File: src/conv_pkg.sv
// shared constants and types for the converter control block
package conv_pkg;
   // register byte addresses (APB, one aligned word each)
   localparam logic [7:0] addr_conv_control = 8'h00;
   localparam logic [7:0] addr_conv_clock_config = 8'h04;
   localparam logic [7:0] addr_result_high_byte = 8'h08;
   localparam logic [7:0] addr_result_low_byte = 8'h0c;
   localparam logic [7:0] addr_irq_status = 8'h10;
   localparam logic [7:0] addr_irq_mask = 8'h14;
   // conv_control fields
   localparam int pos_result_justify = 7;
   localparam int pos_ref_select = 6;
   localparam int pos_chan_hi = 5;
   localparam int pos_chan_lo = 2;
   localparam int pos_go = 1;
   localparam int pos_converter_on = 0;
   // conv_clock_config field
   localparam int pos_div_hi = 6;
   localparam int pos_div_lo = 4;
   localparam logic [7:0] clock_config_mask = 8'h70;
   localparam logic [7:0] control_reset = 8'h00;
   localparam logic [7:0] clock_config_reset = 8'h00;
   // channel codes
   localparam logic [3:0] chan_last_input = 4'hb;
   localparam logic [3:0] chan_comparator_ref = 4'hc;
   localparam logic [3:0] chan_fixed_ref = 4'hd;
   // timing
   localparam int bits_per_result = 10;
   localparam int periods_per_conversion = 11;
   localparam int abort_wait_periods = 2;
   localparam int rc_start_delay_cycles = 4;
   localparam int clk_hz = 25_000_000;
   localparam int rc_max_hz = 500_000;
   localparam int rc_half_cycles = (clk_hz + 2 * rc_max_hz - 1) / (2 * rc_max_hz);
   typedef enum logic [3:0] {
      st_idle = 4'b0001,
      st_delay = 4'b0010,
      st_convert = 4'b0100,
      st_abort = 4'b1000
   } conv_state_t;
endpackage

File: src/tick_if.sv
// bit-period tick carrier between the controller and its clock divider
`timescale 1ns/10ps
interface tick_if;
   logic [2:0] div_code;
   logic run;
   logic tick;
   modport ctrl (output div_code, output run, input tick);
   modport gen (input div_code, input run, output tick);
endinterface

File: src/bit_period_gen.sv
// conversion clock: system clock divider or internal rc-like oscillator
`timescale 1ns/10ps
module bit_period_gen
   import conv_pkg::*;
(
   input wire logic core_clk,
   input wire logic rst_b,
   tick_if.gen tk
);
   logic [6:0] count;
   logic [6:0] limit;
   // half-period for the internal oscillator: a full period is two halves
   function automatic logic [6:0] div_limit(input logic [2:0] code);
      case (code)
         3'b000: div_limit = 7'd1;
         3'b001: div_limit = 7'd7;
         3'b010: div_limit = 7'd31;
         3'b100: div_limit = 7'd3;
         3'b101: div_limit = 7'd15;
         3'b110: div_limit = 7'd63;
         default: div_limit = 7'((2 * rc_half_cycles) - 1);
      endcase
   endfunction
   assign limit = div_limit(tk.div_code);
   always_ff @(posedge core_clk or negedge rst_b) begin
      if (!rst_b) begin
         count <= 7'd0;
         tk.tick <= 1'b0;
      end else if (!tk.run) begin
         count <= 7'd0;
         tk.tick <= 1'b0;
      end else if (count >= limit) begin
         count <= 7'd0;
         tk.tick <= 1'b1;
      end else begin
         count <= count + 7'd1;
         tk.tick <= 1'b0;
      end
   end
endmodule

File: src/conv_ctrl.sv
// converter control and result registers with apb slave and interrupt
//
// Added by the designer: the APB interface to the registers and the register addresses.
`timescale 1ns/10ps
module conv_ctrl
   import conv_pkg::*;
#(
   parameter int addr_width = 8
)
(
   input wire logic core_clk,
   input wire logic rst_b,
   input wire logic psel,
   input wire logic penable,
   input wire logic pwrite,
   input wire logic [addr_width-1:0] paddr,
   input wire logic [31:0] pwdata,
   input wire logic [3:0] pstrb,
   output logic [31:0] prdata,
   output logic pready,
   output logic pslverr,
   input wire logic [9:0] sar_result,
   output logic sar_sample,
   output logic sar_bit_strobe,
   output logic converter_on,
   output logic ref_select,
   output logic [3:0] channel_select,
   output logic acquiring,
   output logic conv_done_irq
);
   // ======================================================
   // registers and state
   logic [7:0] conv_control;
   logic [7:0] conv_clock_config;
   logic [7:0] result_high_byte;
   logic [7:0] result_low_byte;
   logic conv_done_flag;
   logic conv_done_irq_enable;
   conv_state_t state;
   logic [3:0] period_count;
   logic [2:0] delay_count;
   logic [9:0] result_held;
   logic result_loaded;
   logic go_seen;
   logic wr_access;
   logic rd_access;
   logic wr_lane0;
   logic conv_finish;
   logic go_clear_sw;
   logic go_set_sw;
   logic rc_selected;
   tick_if tk();

   bit_period_gen u_bit_period_gen (
      .core_clk(core_clk),
      .rst_b(rst_b),
      .tk(tk)
   );

   // ======================================================
   // apb decode
   function automatic logic hit(input logic [addr_width-1:0] a, input logic [7:0] off);
      hit = (a == addr_width'(off));
   endfunction

   assign wr_access = psel && penable && pwrite && pready;
   assign rd_access = psel && !penable && !pwrite;
   assign wr_lane0 = wr_access && pstrb[0];
   assign rc_selected = (conv_clock_config[pos_div_lo+1:pos_div_lo] == 2'b11);
   assign go_set_sw = wr_lane0 && hit(paddr, addr_conv_control) && pwdata[pos_go]
      && !conv_control[pos_go];
   assign go_clear_sw = wr_lane0 && hit(paddr, addr_conv_control) && !pwdata[pos_go]
      && conv_control[pos_go];
   assign conv_finish = (state == st_convert) && tk.tick
      && (period_count == 4'(periods_per_conversion - 1)) && !go_clear_sw;

   // no wait state: setup cycle fetches data, first access cycle completes
   always_ff @(posedge core_clk or negedge rst_b) begin
      if (!rst_b) begin
         pready <= 1'b0;
      end else begin
         pready <= psel && !penable;
      end
   end

   always_ff @(posedge core_clk or negedge rst_b) begin
      if (!rst_b) begin
         pslverr <= 1'b0;
      end else if (psel && !penable) begin
         if (hit(paddr, addr_conv_control) || hit(paddr, addr_conv_clock_config)
            || hit(paddr, addr_result_high_byte) || hit(paddr, addr_result_low_byte)
            || hit(paddr, addr_irq_status) || hit(paddr, addr_irq_mask)) begin
            pslverr <= 1'b0;
         end else begin
            pslverr <= 1'b1;
         end
      end else begin
         pslverr <= 1'b0;
      end
   end

   always_ff @(posedge core_clk or negedge rst_b) begin
      if (!rst_b) begin
         prdata <= 32'h0000_0000;
      end else if (rd_access) begin
         if (hit(paddr, addr_conv_control)) begin
            prdata <= {24'h00_0000, conv_control};
         end else if (hit(paddr, addr_conv_clock_config)) begin
            prdata <= {24'h00_0000, conv_clock_config & clock_config_mask};
         end else if (hit(paddr, addr_result_high_byte)) begin
            prdata <= {24'h00_0000, result_high_byte};
         end else if (hit(paddr, addr_result_low_byte)) begin
            prdata <= {24'h00_0000, result_low_byte};
         end else if (hit(paddr, addr_irq_status)) begin
            prdata <= {31'h0000_0000, conv_done_flag};
         end else if (hit(paddr, addr_irq_mask)) begin
            prdata <= {31'h0000_0000, conv_done_irq_enable};
         end else begin
            prdata <= 32'h0000_0000;
         end
      end
   end

   // ======================================================
   // control registers
   always_ff @(posedge core_clk or negedge rst_b) begin
      if (!rst_b) begin
         conv_control <= control_reset;
      end else begin
         if (wr_lane0 && hit(paddr, addr_conv_control)) begin
            conv_control <= pwdata[7:0];
         end
         // a go the sequencer cannot take must not read as running forever
         if (go_set_sw && (state != st_idle || !conv_control[pos_converter_on])) begin
            conv_control[pos_go] <= 1'b0;
         end
         // finish wins over a same-cycle software write of one
         if (conv_finish) begin
            conv_control[pos_go] <= 1'b0;
         end
         if (!conv_control[pos_converter_on] && !(wr_lane0
            && hit(paddr, addr_conv_control) && pwdata[pos_converter_on])) begin
            conv_control[pos_go] <= 1'b0;
         end
      end
   end

   always_ff @(posedge core_clk or negedge rst_b) begin
      if (!rst_b) begin
         conv_clock_config <= clock_config_reset;
      end else if (wr_lane0 && hit(paddr, addr_conv_clock_config)) begin
         conv_clock_config <= pwdata[7:0] & clock_config_mask;
      end
   end

   // ======================================================
   // conversion sequencer
   assign tk.div_code = conv_clock_config[pos_div_hi:pos_div_lo];
   assign tk.run = conv_control[pos_converter_on] && (state != st_idle);

   always_ff @(posedge core_clk or negedge rst_b) begin
      if (!rst_b) begin
         state <= st_idle;
         period_count <= 4'h0;
         delay_count <= 3'h0;
      end else if (!conv_control[pos_converter_on]) begin
         state <= st_idle;
         period_count <= 4'h0;
         delay_count <= 3'h0;
      end else begin
         case (state)
            st_idle: begin
               period_count <= 4'h0;
               if (go_set_sw) begin
                  if (rc_selected) begin
                     state <= st_delay;
                     delay_count <= 3'(rc_start_delay_cycles - 1);
                  end else begin
                     state <= st_convert;
                  end
               end
            end
            st_delay: begin
               if (go_clear_sw) begin
                  state <= st_idle;
               end else if (delay_count == 3'h0) begin
                  state <= st_convert;
               end else begin
                  delay_count <= delay_count - 3'h1;
               end
            end
            st_convert: begin
               if (go_clear_sw) begin
                  state <= st_abort;
                  period_count <= 4'h0;
               end else if (tk.tick) begin
                  if (period_count == 4'(periods_per_conversion - 1)) begin
                     state <= st_idle;
                     period_count <= 4'h0;
                  end else begin
                     period_count <= period_count + 4'h1;
                  end
               end
            end
            st_abort: begin
               if (tk.tick) begin
                  if (period_count == 4'(abort_wait_periods - 1)) begin
                     state <= st_idle;
                     period_count <= 4'h0;
                  end else begin
                     period_count <= period_count + 4'h1;
                  end
               end
            end
            default: begin
               state <= st_idle;
            end
         endcase
      end
   end

   // ======================================================
   // analog-side controls
   always_ff @(posedge core_clk or negedge rst_b) begin
      if (!rst_b) begin
         converter_on <= 1'b0;
         ref_select <= 1'b0;
         channel_select <= 4'h0;
         acquiring <= 1'b0;
         sar_sample <= 1'b0;
         sar_bit_strobe <= 1'b0;
      end else begin
         converter_on <= conv_control[pos_converter_on];
         ref_select <= conv_control[pos_ref_select];
         channel_select <= conv_control[pos_chan_hi:pos_chan_lo];
         // hold capacitor tracks the channel while the converter is on and no conversion or abort wait runs
         acquiring <= conv_control[pos_converter_on]
            && (state == st_idle || state == st_delay);
         sar_sample <= (state == st_convert) && tk.tick && (period_count == 4'h0);
         sar_bit_strobe <= (state == st_convert) && tk.tick
            && (period_count != 4'h0);
      end
   end

   // ======================================================
   // result bytes: no reset, contents undefined at power-on
   always_ff @(posedge core_clk) begin
      if (conv_finish) begin
         result_held <= sar_result;
      end else if (wr_lane0 && hit(paddr, addr_result_high_byte)) begin
         if (conv_control[pos_result_justify]) begin
            result_held[9:8] <= pwdata[1:0];
         end else begin
            result_held[9:2] <= pwdata[7:0];
         end
      end else if (wr_lane0 && hit(paddr, addr_result_low_byte)) begin
         if (conv_control[pos_result_justify]) begin
            result_held[7:0] <= pwdata[7:0];
         end else begin
            result_held[1:0] <= pwdata[7:6];
         end
      end
   end

   // layout follows the justify bit at read time; reserved bits read zero
   always_comb begin
      if (conv_control[pos_result_justify]) begin
         result_high_byte = {6'h00, result_held[9:8]};
         result_low_byte = result_held[7:0];
      end else begin
         result_high_byte = result_held[9:2];
         result_low_byte = {result_held[1:0], 6'h00};
      end
   end

   // ======================================================
   // interrupt: sticky flag, write one to clear, set wins
   always_ff @(posedge core_clk or negedge rst_b) begin
      if (!rst_b) begin
         conv_done_flag <= 1'b0;
      end else if (conv_finish) begin
         conv_done_flag <= 1'b1;
      end else if (wr_lane0 && hit(paddr, addr_irq_status) && pwdata[0]) begin
         conv_done_flag <= 1'b0;
      end
   end

   always_ff @(posedge core_clk or negedge rst_b) begin
      if (!rst_b) begin
         conv_done_irq_enable <= 1'b0;
      end else if (wr_lane0 && hit(paddr, addr_irq_mask)) begin
         conv_done_irq_enable <= pwdata[0];
      end
   end

   always_ff @(posedge core_clk or negedge rst_b) begin
      if (!rst_b) begin
         conv_done_irq <= 1'b0;
      end else begin
         conv_done_irq <= conv_done_flag && conv_done_irq_enable;
      end
   end
endmodule

File: config.mk
export PLATFORM = sky130hd
export DESIGN_NAME = conv_ctrl
export DESIGN_NICKNAME = d
export VERILOG_FILES = /design/src/conv_pkg.sv /design/src/tick_if.sv /design/src/bit_period_gen.sv /design/src/conv_ctrl.sv
export SDC_FILE = /design/constraint.sdc
export NUM_CORES = 1
export LEC_CHECK = 0
export ABC_AREA = 1
export BUFFER_PORTS_ARGS = -buffer_cell sky130_fd_sc_hd__buf_2
export CORE_MARGIN = 8
export CORE_UTILIZATION = 57
export CTS_CLUSTER_SIZE = 8
export DETAILED_ROUTE_END_ITERATION = 8
export PLACE_DENSITY_LB_ADDON = 0.25
export REMOVE_ABC_BUFFERS = 1
export SETUP_SLACK_MARGIN = 0.05
export SLEW_MARGIN = 15
export SYNTH_ARGS = -nofsm -noshare
export SYNTH_HDL_FRONTEND = slang
export SYNTH_SLANG_ARGS = --single-unit
File: constraint.sdc
create_clock -name core_clk -period 3 [get_ports core_clk]
set_input_delay 0.15 -clock core_clk [delete_from_list [all_inputs] [get_ports core_clk]]
set_output_delay 0.15 -clock core_clk [all_outputs]
set_load 0.05 [all_outputs]
==> flow_summary.json, run 1 <==
{
  "outcome": "finished, final reports clean",
  "start_util": 0.5804,
  "first_iter_violations": 110,
  "worst_ep_required_time_ns": 2.97,
  "synthCells": 466,
  "clkSinkCount": 62,
  "whs_endpoint": "pready",
  "first_pass_iters": 5,
  "synth_area_leaders": "dfrtp_1 35%, nand2_1 15%, edfxtp_1 8.2%, buf_4 4.9%, inv_1 4.9%",
  "die_h_um": 95.95,
  "dieArea_mm2": 0.009206,
  "yosysWarnings": 0,
  "grt_overflow": 0,
  "synth_common_cells": "147 x nand2_1, 51 x dfrtp_1, 48 x inv_1",
  "fin_util": 0.6472,
  "clockBufferDepth": 2,
  "hold_class": "primary input to flip-flop",
  "layout.area.seq_mm2": 0.001603,
  "hold_viol": 0,
  "clock_skew_ns": 0.006495,
  "r2r-end": "result_held[2]",
  "irDropWorstVdd_v": 0.0002758,
  "num_vias": 3179,
  "max_freq_mhz": 470.7,
  "syn_area_mm2": 0.003643,
  "clk_pin_slew_ns": 0.07,
  "startpoint_type": "flip-flop",
  "multi_input_area_mm2": 0.001712,
  "synth_fa_ha_area_frac": 0.04121,
  "ff2ff_path_depth": 5,
  "p_leak_nw": 2.241,
  "end_kind": "flip-flop",
  "slew_viol_final": 0,
  "grt_pass1_wl_um": 14120,
  "die_w_um": 95.95,
  "grt_max_degree": 35,
  "post-dp-hpwl_um": 6303,
  "wl_um": 8337,
  "num-fill-cells": 554,
  "synth_edf_count": 10,
  "synth_top_area_share": 0.3503,
  "slew_headroom": 0.4815,
  "cts_root_buf": "clkbuf_8",
  "synth_cell_types": 42,
  "clkLatencyLatePin_ns": 0.34,
  "synth_xor_area_frac": 0.01442,
  "synth.most_common_cell": "nand2_1",
  "hp-start": "psel",
  "drc": 0,
  "synth_top_family_by_area": "simple AND/OR/NAND/NOR gates",
  "muxShareOfSynthArea": 0,
  "place_congestion": 0.8358,
  "synth-simple-area-share": 0.3015,
  "synth_area_per_cell_um2": 7.819,
  "hold_depth": 3,
  "grt_pass1_vias": 3200,
  "synth-seq-area-share": 0.4399,
  "setup-violations-final": 0,
  "drive_above_1_share": 0.1723,
  "min_period_ns": 2.125,
  "rsz0062_at_grt": "no",
  "synth_top_cell_by_area": "dfrtp_1",
  "num_rows": 29,
  "layout.nets": 594,
  "power-per-cell-area_mw_per_mm2": 412.4,
  "track_usage": 0.1962,
  "max_cap_viol_count": 0,
  "io_buffers": 51,
  "power_mw": 1.676,
  "vias_per_cell": 5.255,
  "synth_compound_area_frac": 0.08791,
  "crit_fanout": 15,
  "cts_setup_buffers": 0,
  "worst_pin_slew_ns": 0.7777,
  "cts_tree": "done",
  "area_delta_synth_final_pct": 11.50,
  "reg2reg_slack_ns": 0.88,
  "cp-startpoint": "state[1]",
  "synthArstFlopShare": 0.8387,
  "cts_buffers": 9,
  "antenna_found_initial": 0,
  "period_share": 0.7082,
  "n_antenna_cell": 0,
  "setup_tns_ns": 0,
  "cts_htree_levels": 3,
  "synth-main-ff-cell": "dfrtp_1",
  "core_mm2": 0.006277,
  "holdWs_ns": 0.03459,
  "path_class": "flip-flop to flip-flop",
  "ant_nets": 0,
  "num_io_pins": 103,
  "ys_ff_latch": 62,
  "timing.rr.start": "state[1]",
  "cp.arrival_ns": 2.10,
  "drt-wirelength-per-cell_um": 13.78
}
power by group:
| group | internal, mW | switching (mW) | leakage (nW) |
|---|---|---|---|
| sequential | 0.861 | 0.00380 | 0.807 |
| clock | 0.315 | 0.315 | 0.0926 |
| combinational | 0.0365 | 0.144 | 1.34 |
| total | 1.21 | 0.463 | 2.24 |
metrics by stage:
stage               cells  setup slack [ns]  instance area (µm²)
floorplan             457            0.9726                 3510
CTS                   605            0.9030                 4063
finish                605            0.8754                 4063
global route          605            0.6772                 4063
global placement      587            0.9182                 3876
detailed placement    587            0.8516                 3876
layout by cell type (no fill, tap or decap), types with 5 or more instances in the layout:
master	instances
clkinv_2	5
a21oi_1	13
clkbuf_8	10
nor2_1	28
o21ai_0	24
inv_1	48
nor2_2	6
conb_1	24
nand3_1	28
nand2_1	147
nor3_1	7
a31oi_1	5
dfrtp_1	51
edfxtp_1	10
nand4_1	15
o21ai_1	5
xor2_1	5
buf_2	51
ha_1	12
critical path, cell delays in order, from the launching register on:
cell and delay [ns]:
dfrtp_1 0.41, nor2_1 0.17, nand3_1 0.18, inv_1 0.19, nand4_2 0.39, o211ai_1 0.43
cell type report:
cell class                 count  area share
multi-input combinational    343      0.4213
clock buffer                  11     0.03480
sequential                    62      0.3945
tap                           77     0.02371
timing repair buffer          55     0.07145
inverter                      52     0.04804
clock inverter                 5    0.006160
cell families (layout without fill, tap and decap cells):
group	Yosys count	after routing
XOR/XNOR	6	6
buffers and inverters	84	123
adder cells (fa/ha/maj)	12	12
AND/OR/NAND/NOR	245	245
other	1	24
AO/OA/AOI/OAI	56	56
flip-flops	62	62
what timing repair did:
action / CTS / global route
endpoints found under the hold margin: 33 / 0
hold buffers: 2 / 0
resized for setup: 0 / 0
setup endpoints to repair: 0 / 0
routing by layer:
| layer | GRT usage | routed length, µm | up-vias |
|---|---|---|---|
| li1 | - | - | 1576 |
| met1 | 0.2233 | 3531 | 1474 |
| met2 | 0.3389 | 4178 | 112 |
| met3 | 0.04446 | 468 | 17 |
| met4 | 0.09859 | 158 | 0 |
| met5 | 0 | 0 | - |
registers in the layout, summed over array words and instances, names as in the netlist:
signal	cells
delay_count	3
ref_select	1
pslverr	1
result_held	10
converter_on	1
u_bit_period_gen.tk.tick	1
channel_select	4
conv_done_irq_enable	1
sar_sample	1
sar_bit_strobe	1
acquiring	1
conv_done_flag	1
prdata	8
conv_control	8
u_bit_period_gen.count	7
state	4
pready	1
conv_clock_config	3
period_count	4
conv_done_irq	1
worst max-delay path by stage:
stage                                      endpoint
after floorplan                      result_held[2]
after global placement               result_held[5]
after detailed placement             result_held[7]
after CTS                            result_held[6]
after global routing      u_bit_period_gen.count[4]
final                                result_held[2]
Note: power is estimated with default switching activity, not from simulation.
==> run 2, diff against run 1 <==
Settings changed: CORE_UTILIZATION 57 to 47.
Clock period 3 ns to 1.88 ns, I/O delays scaled along.
==> run 2 against run 1 <==
Worst setup slack worse by 0.81 ns. Clock power up 73%. First-iteration DRC count up 61%. Cell count up 7.8%. Largest power group unchanged. Highest routed layer unchanged.
==> flow_summary.json, run 2 (synthesized netlist as in run 1, its figures left out) <==
{
  "outcome": "finished, final reports clean",
  "drt-wirelength-per-cell_um": 13.25,
  "num_rows": 32,
  "setup_ws_ns": 0.06566,
  "clockBufferDepth": 2,
  "antenna_found_initial": 0,
  "cts_root_buf": "clkbuf_8",
  "power_mw": 2.762,
  "grt_pass1_wl_um": 14710,
  "path_class": "flip-flop to flip-flop",
  "first_pass_iters": 4,
  "start_util": 0.4789,
  "grt_overflow": 0,
  "drive_above_1_share": 0.2273,
  "cts_tree": "done",
  "rsz0062_at_grt": "yes",
  "crit_family": "compound AO/OA/AOI/OAI gates",
  "area_delta_synth_final_pct": 19.57,
  "num_io_pins": 103,
  "die_w_um": 104.0,
  "slew_viol_final": 0,
  "ff2ff_path_depth": 8,
  "p_leak_nw": 2.335,
  "cts_setup_buffers": 0,
  "slew_headroom": 0.5617,
  "track_usage": 0.1618,
  "startpoint_type": "flip-flop",
  "drc": 0,
  "regMostFlops": "result_held",
  "hp-start": "sar_result[0]",
  "clkLatencyLatePin_ns": 0.34,
  "cpMaxStageDelayCell": "dfrtp_1",
  "wl_um": 8638,
  "power-per-cell-area_mw_per_mm2": 634.0,
  "worst_pin_slew_ns": 0.6574,
  "detailedPlace.worstSlack_ns": 0.02222,
  "dieArea_mm2": 0.01083,
  "worst_ep_required_time_ns": 2.15,
  "num_vias": 3231,
  "cp_cell_sequence": "buf_4, inv_2, ha_4, a21o_1, a211oi_2, nand4_1, buf_4, nor2_2",
  "num-fill-cells": 706,
  "cpMostUsedCell": "buf_4",
  "setup-violations-final": 0,
  "die_h_um": 104.0,
  "reg_top3": "result_held (10), conv_control (8), prdata (8)",
  "critPathBufInv": 3,
  "vias_per_cell": 4.956,
  "grt_max_degree": 53,
  "end_kind": "flip-flop",
  "final_cell_mix": "145 x nand2_1, 51 x dfrtp_1, 51 x buf_2, 47 x inv_1, 28 x nand3_1",
  "whs_endpoint": "result_held[0]",
  "clock_skew_ns": 0.007606,
  "hold_viol": 0,
  "cts_htree_levels": 3,
  "first_iter_violations": 177,
  "placed_cell_area_mm2": 0.004065,
  "r2r-end": "u_bit_period_gen.count[5]",
  "crit_fanout": 4,
  "period_share": 0.9651,
  "max_cap_viol_count": 0,
  "slowest_delay_ns": 0.41,
  "finish.instance_area_mm2": 0.004357,
  "grt_pass1_vias": 3276,
  "clkSinkCount": 62,
  "layout.nets": 616,
  "clk_pin_slew_ns": 0.07,
  "timing.rr.start": "conv_clock_config[5]",
  "ant_nets": 0,
  "io_buffers": 51,
  "place_congestion": 0.8510,
  "final_common_cell": "nand2_1",
  "max_freq_mhz": 551.2,
  "hold_class": "primary input to flip-flop",
  "min_period_ns": 1.814,
  "n_antenna_cell": 0,
  "core_mm2": 0.007607,
  "post-dp-hpwl_um": 6584,
  "hold_depth": 3,
  "holdWs_ns": 0.02408,
  "reg2reg_slack_ns": 0.07,
  "cts_buffers": 9,
  "irDropWorstVdd_v": 0.0004383,
  "largest_reg_flops": 10,
  "cp.arrival_ns": 2.08
}
-- run 2: worst max path at each step --
| stage | from | end | cells past startpoint |
|---|---|---|---|
| after floorplan | pready | result_held[2] | 4 |
| after global placement | conv_clock_config[4] | u_bit_period_gen.count[3] | 9 |
| after detailed placement | conv_clock_config[4] | u_bit_period_gen.count[5] | 9 |
| after CTS | conv_clock_config[5] | u_bit_period_gen.count[2] | 8 |
| after global routing | conv_clock_config[5] | u_bit_period_gen.count[6] | 9 |
| final | conv_clock_config[5] | u_bit_period_gen.count[5] | 8 |
-- run 2: worst register-to-register path, stage by stage, from the launching register on --
cell and delay [ns]:
dfrtp_1 0.41, buf_4 0.15, inv_2 0.06, ha_4 0.20
a21o_1 0.19, a211oi_2 0.26, nand4_1 0.20, buf_4 0.20
nor2_2 0.07
-- run 2: stage by stage --
stage	cells	setup TNS, ns	util
2_1_floorplan	457	-0.8981	-
3_3_place_gp	633	0	0.5344
3_5_place_dp	633	0	0.5344
4_1_cts	652	0	0.5630
5_1_grt	652	-0.07874	0.5727
6_report	652	0	0.5727
-- run 2: final cells by class --
class	instances	area (µm²)	area share
Clock buffer	10	127.6	0.02929
Clock inverter	6	52.55	0.01206
Inverter	52	195.2	0.04480
Multi-Input combinational cell	343	1789	0.4107
Sequential cell	62	1603	0.3679
Tap cell	102	127.6	0.02929
Timing Repair Buffer	77	461.7	0.1060
-- run 2: layer usage --
layer | vias up | track usage | share of wire
met2 | 94 | 0.2892 | 0.54
met1 | 1507 | 0.1762 | 0.40
met5 | - | 0 | 0
li1 | 1619 | - | -
met3 | 11 | 0.05514 | 0.055
met4 | 0 | 0.04860 | 0.011
-- run 2: what timing repair did --
action | 4_1_cts | 5_1_grt
endpoints found under the hold margin | 52 | 0
pin swaps | 1 | 7
gates resized for setup | 3 | 17
setup endpoints to repair | 6 | 12
hold buffers | 3 | 0
-- run 2: power by group --
part / internal [mW] / switching (mW) / total, mW
registers: 1.37 / 0.00582 / 1.38
clock network: 0.596 / 0.494 / 1.09
logic: 0.0614 / 0.230 / 0.292
total: 2.03 / 0.730 / 2.76
==> run 3, diff against run 2 <==
Settings changed: CORE_UTILIZATION 47 to 46, SKIP_LAST_GASP set to 1.
==> run 3 against run 2 <==
Global-route usage up 0.13 points. Routed wire length shrank 0.39%. Non-clock buffer count up 9. Critical endpoint is now u_bit_period_gen.count[6]. Largest cell class unchanged. Critical path type unchanged. Largest power group unchanged.
==> flow_summary.json, run 3 (synthesized netlist as in run 1, its figures left out) <==
{
  "path_class": "flip-flop to flip-flop",
  "reg_top3": "result_held (10), conv_control (8), prdata (8)",
  "finish.instance_area_mm2": 0.004408,
  "first_pass_iters": 4,
  "switching_share": 0.2671,
  "worst_ep_required_time_ns": 2.14,
  "cts_buffers": 9,
  "ant_nets": 0,
  "dieArea_mm2": 0.01102,
  "clkPwrFrac": 0.412,
  "p_leak_nw": 2.380,
  "irDropWorstVdd_v": 0.0005199,
  "hold_class": "primary input to flip-flop",
  "detailedPlace.worstSlack_ns": -0.001929,
  "place_congestion": 0.8455,
  "multi_input_area_mm2": 0.001753,
  "area_delta_synth_final_pct": 20.98,
  "regMostFlops": "result_held",
  "cts_htree_levels": 3,
  "hold_viol": 0,
  "die_w_um": 105.0,
  "cts_root_buf": "clkbuf_8",
  "p_sw_mw": 0.7597,
  "drive_above_1_share": 0.2272,
  "die_h_um": 105.0,
  "clk_pin_slew_ns": 0.08,
  "cp.arrival_ns": 2.10,
  "outcome": "finished, final reports clean",
  "grt_pass1_vias": 3334,
  "clockBufferDepth": 2,
  "setup-violations-final": 0,
  "post-dp-hpwl_um": 6616,
  "p_int_mw": 2.084,
  "largest_reg_flops": 10,
  "p_seq_frac": 0.485,
  "end_kind": "flip-flop",
  "hold_depth": 3,
  "slew_viol_final": 0,
  "max_cap_viol_count": 0,
  "layout.nets": 625,
  "track_usage": 0.1631,
  "final_cell_mix": "147 x nand2_1, 51 x dfrtp_1, 51 x buf_2, 47 x inv_1, 31 x buf_4",
  "antenna_found_initial": 0,
  "first_iter_violations": 101,
  "placed_cell_area_mm2": 0.004103,
  "num_rows": 32,
  "n_antenna_cell": 0,
  "power-per-cell-area_mw_per_mm2": 645.1,
  "num_io_pins": 103,
  "period_share": 0.9742,
  "core_mm2": 0.007687,
  "min_period_ns": 1.832,
  "num_vias": 3229,
  "wl_um": 8604,
  "grt_pass1_wl_um": 15100,
  "cts_tree": "done",
  "r2r-end": "u_bit_period_gen.count[6]",
  "drc": 0,
  "io_buffers": 51,
  "layout.area.seq_mm2": 0.001603,
  "hp-start": "sar_result[9]",
  "clkSinkCount": 62,
  "max_freq_mhz": 546.0,
  "rsz0062_at_grt": "yes",
  "combPwrFrac": 0.103,
  "start_util": 0.4740,
  "grt_overflow": 0,
  "slew_headroom": 0.5584,
  "whs_endpoint": "result_held[9]",
  "timing.rr.start": "conv_clock_config[5]",
  "grt_max_degree": 53,
  "clock_skew_ns": 0.009581,
  "setup_tns_ns": 0,
  "ff2ff_path_depth": 8,
  "final_common_cell": "nand2_1",
  "crit_fanout": 4,
  "setup_ws_ns": 0.04844,
  "num-fill-cells": 756,
  "clkLatencyLatePin_ns": 0.34,
  "drt-wirelength-per-cell_um": 13.02,
  "reg2reg_slack_ns": 0.05,
  "startpoint_type": "flip-flop",
  "worst_pin_slew_ns": 0.6624,
  "vias_per_cell": 4.885
}
## run 3: per-layer routing
metal / vias to the layer above / GRT usage / share of wire / wire length (µm)
li1: 1635 / - / - / -
met1: 1514 / 0.1835 / 0.42 / 3608
met2: 71 / 0.2955 / 0.53 / 4537
met3: 9 / 0.04607 / 0.043 / 367
met4: 0 / 0.04077 / 0.010 / 90
met5: - / 0 / 0 / 0
## run 3: what timing repair did
action / CTS / global route
buffers inserted: 2 / 2
endpoints found under the setup margin: 7 / 13
endpoints found under the hold margin: 52 / 0
pin swaps: 1 / 3
hold buffers: 3 / 0
gates resized for setup: 4 / 8
## run 3: worst max path at each step
stage,from,to,cells past startpoint
after floorplan,pready,result_held[2],4
after global placement,conv_clock_config[4],u_bit_period_gen.count[0],9
after detailed placement,conv_clock_config[4],u_bit_period_gen.count[6],9
after CTS,conv_clock_config[5],u_bit_period_gen.count[2],8
after global routing,conv_clock_config[5],u_bit_period_gen.count[5],9
final,conv_clock_config[5],u_bit_period_gen.count[6],8
## run 3: cell type report
type                       instances  area share
timing repair buffer              86      0.1201
tap                              102     0.02895
multi-input combinational        343      0.3977
sequential                        62      0.3636
clock inverter                     5     0.01334
clock buffer                      11     0.03208
inverter                          52     0.04428
## run 3: stage by stage
step	power, mW	utilization	hold slack, ns	std cells
floorplan	1.600	-	-0.2016	457
global placement	1.690	0.5337	0.2548	638
detailed placement	1.694	0.5337	0.2635	638
CTS	2.878	0.5671	0.009454	659
global route	2.956	0.5734	0.02734	661
finish	2.844	0.5734	0.02241	661
## run 3: critical path, stage by stage, from the launching register on
cell	delay, ns
dfrtp_1	0.39
buf_4	0.14
inv_1	0.04
ha_1	0.30
a21o_1	0.19
a211oi_2	0.21
nand4_1	0.20
buf_4	0.19
nor2_1	0.08
## run 3: power groups by stage
stage | clock network (mW) | registers (mW) | logic (mW)
floorplan | 0 | 1.44 | 0.158
global placement | 0 | 1.41 | 0.284
detailed placement | 0 | 1.41 | 0.289
CTS | 1.20 | 1.38 | 0.294
global route | 1.26 | 1.38 | 0.317
finish | 1.17 | 1.38 | 0.294
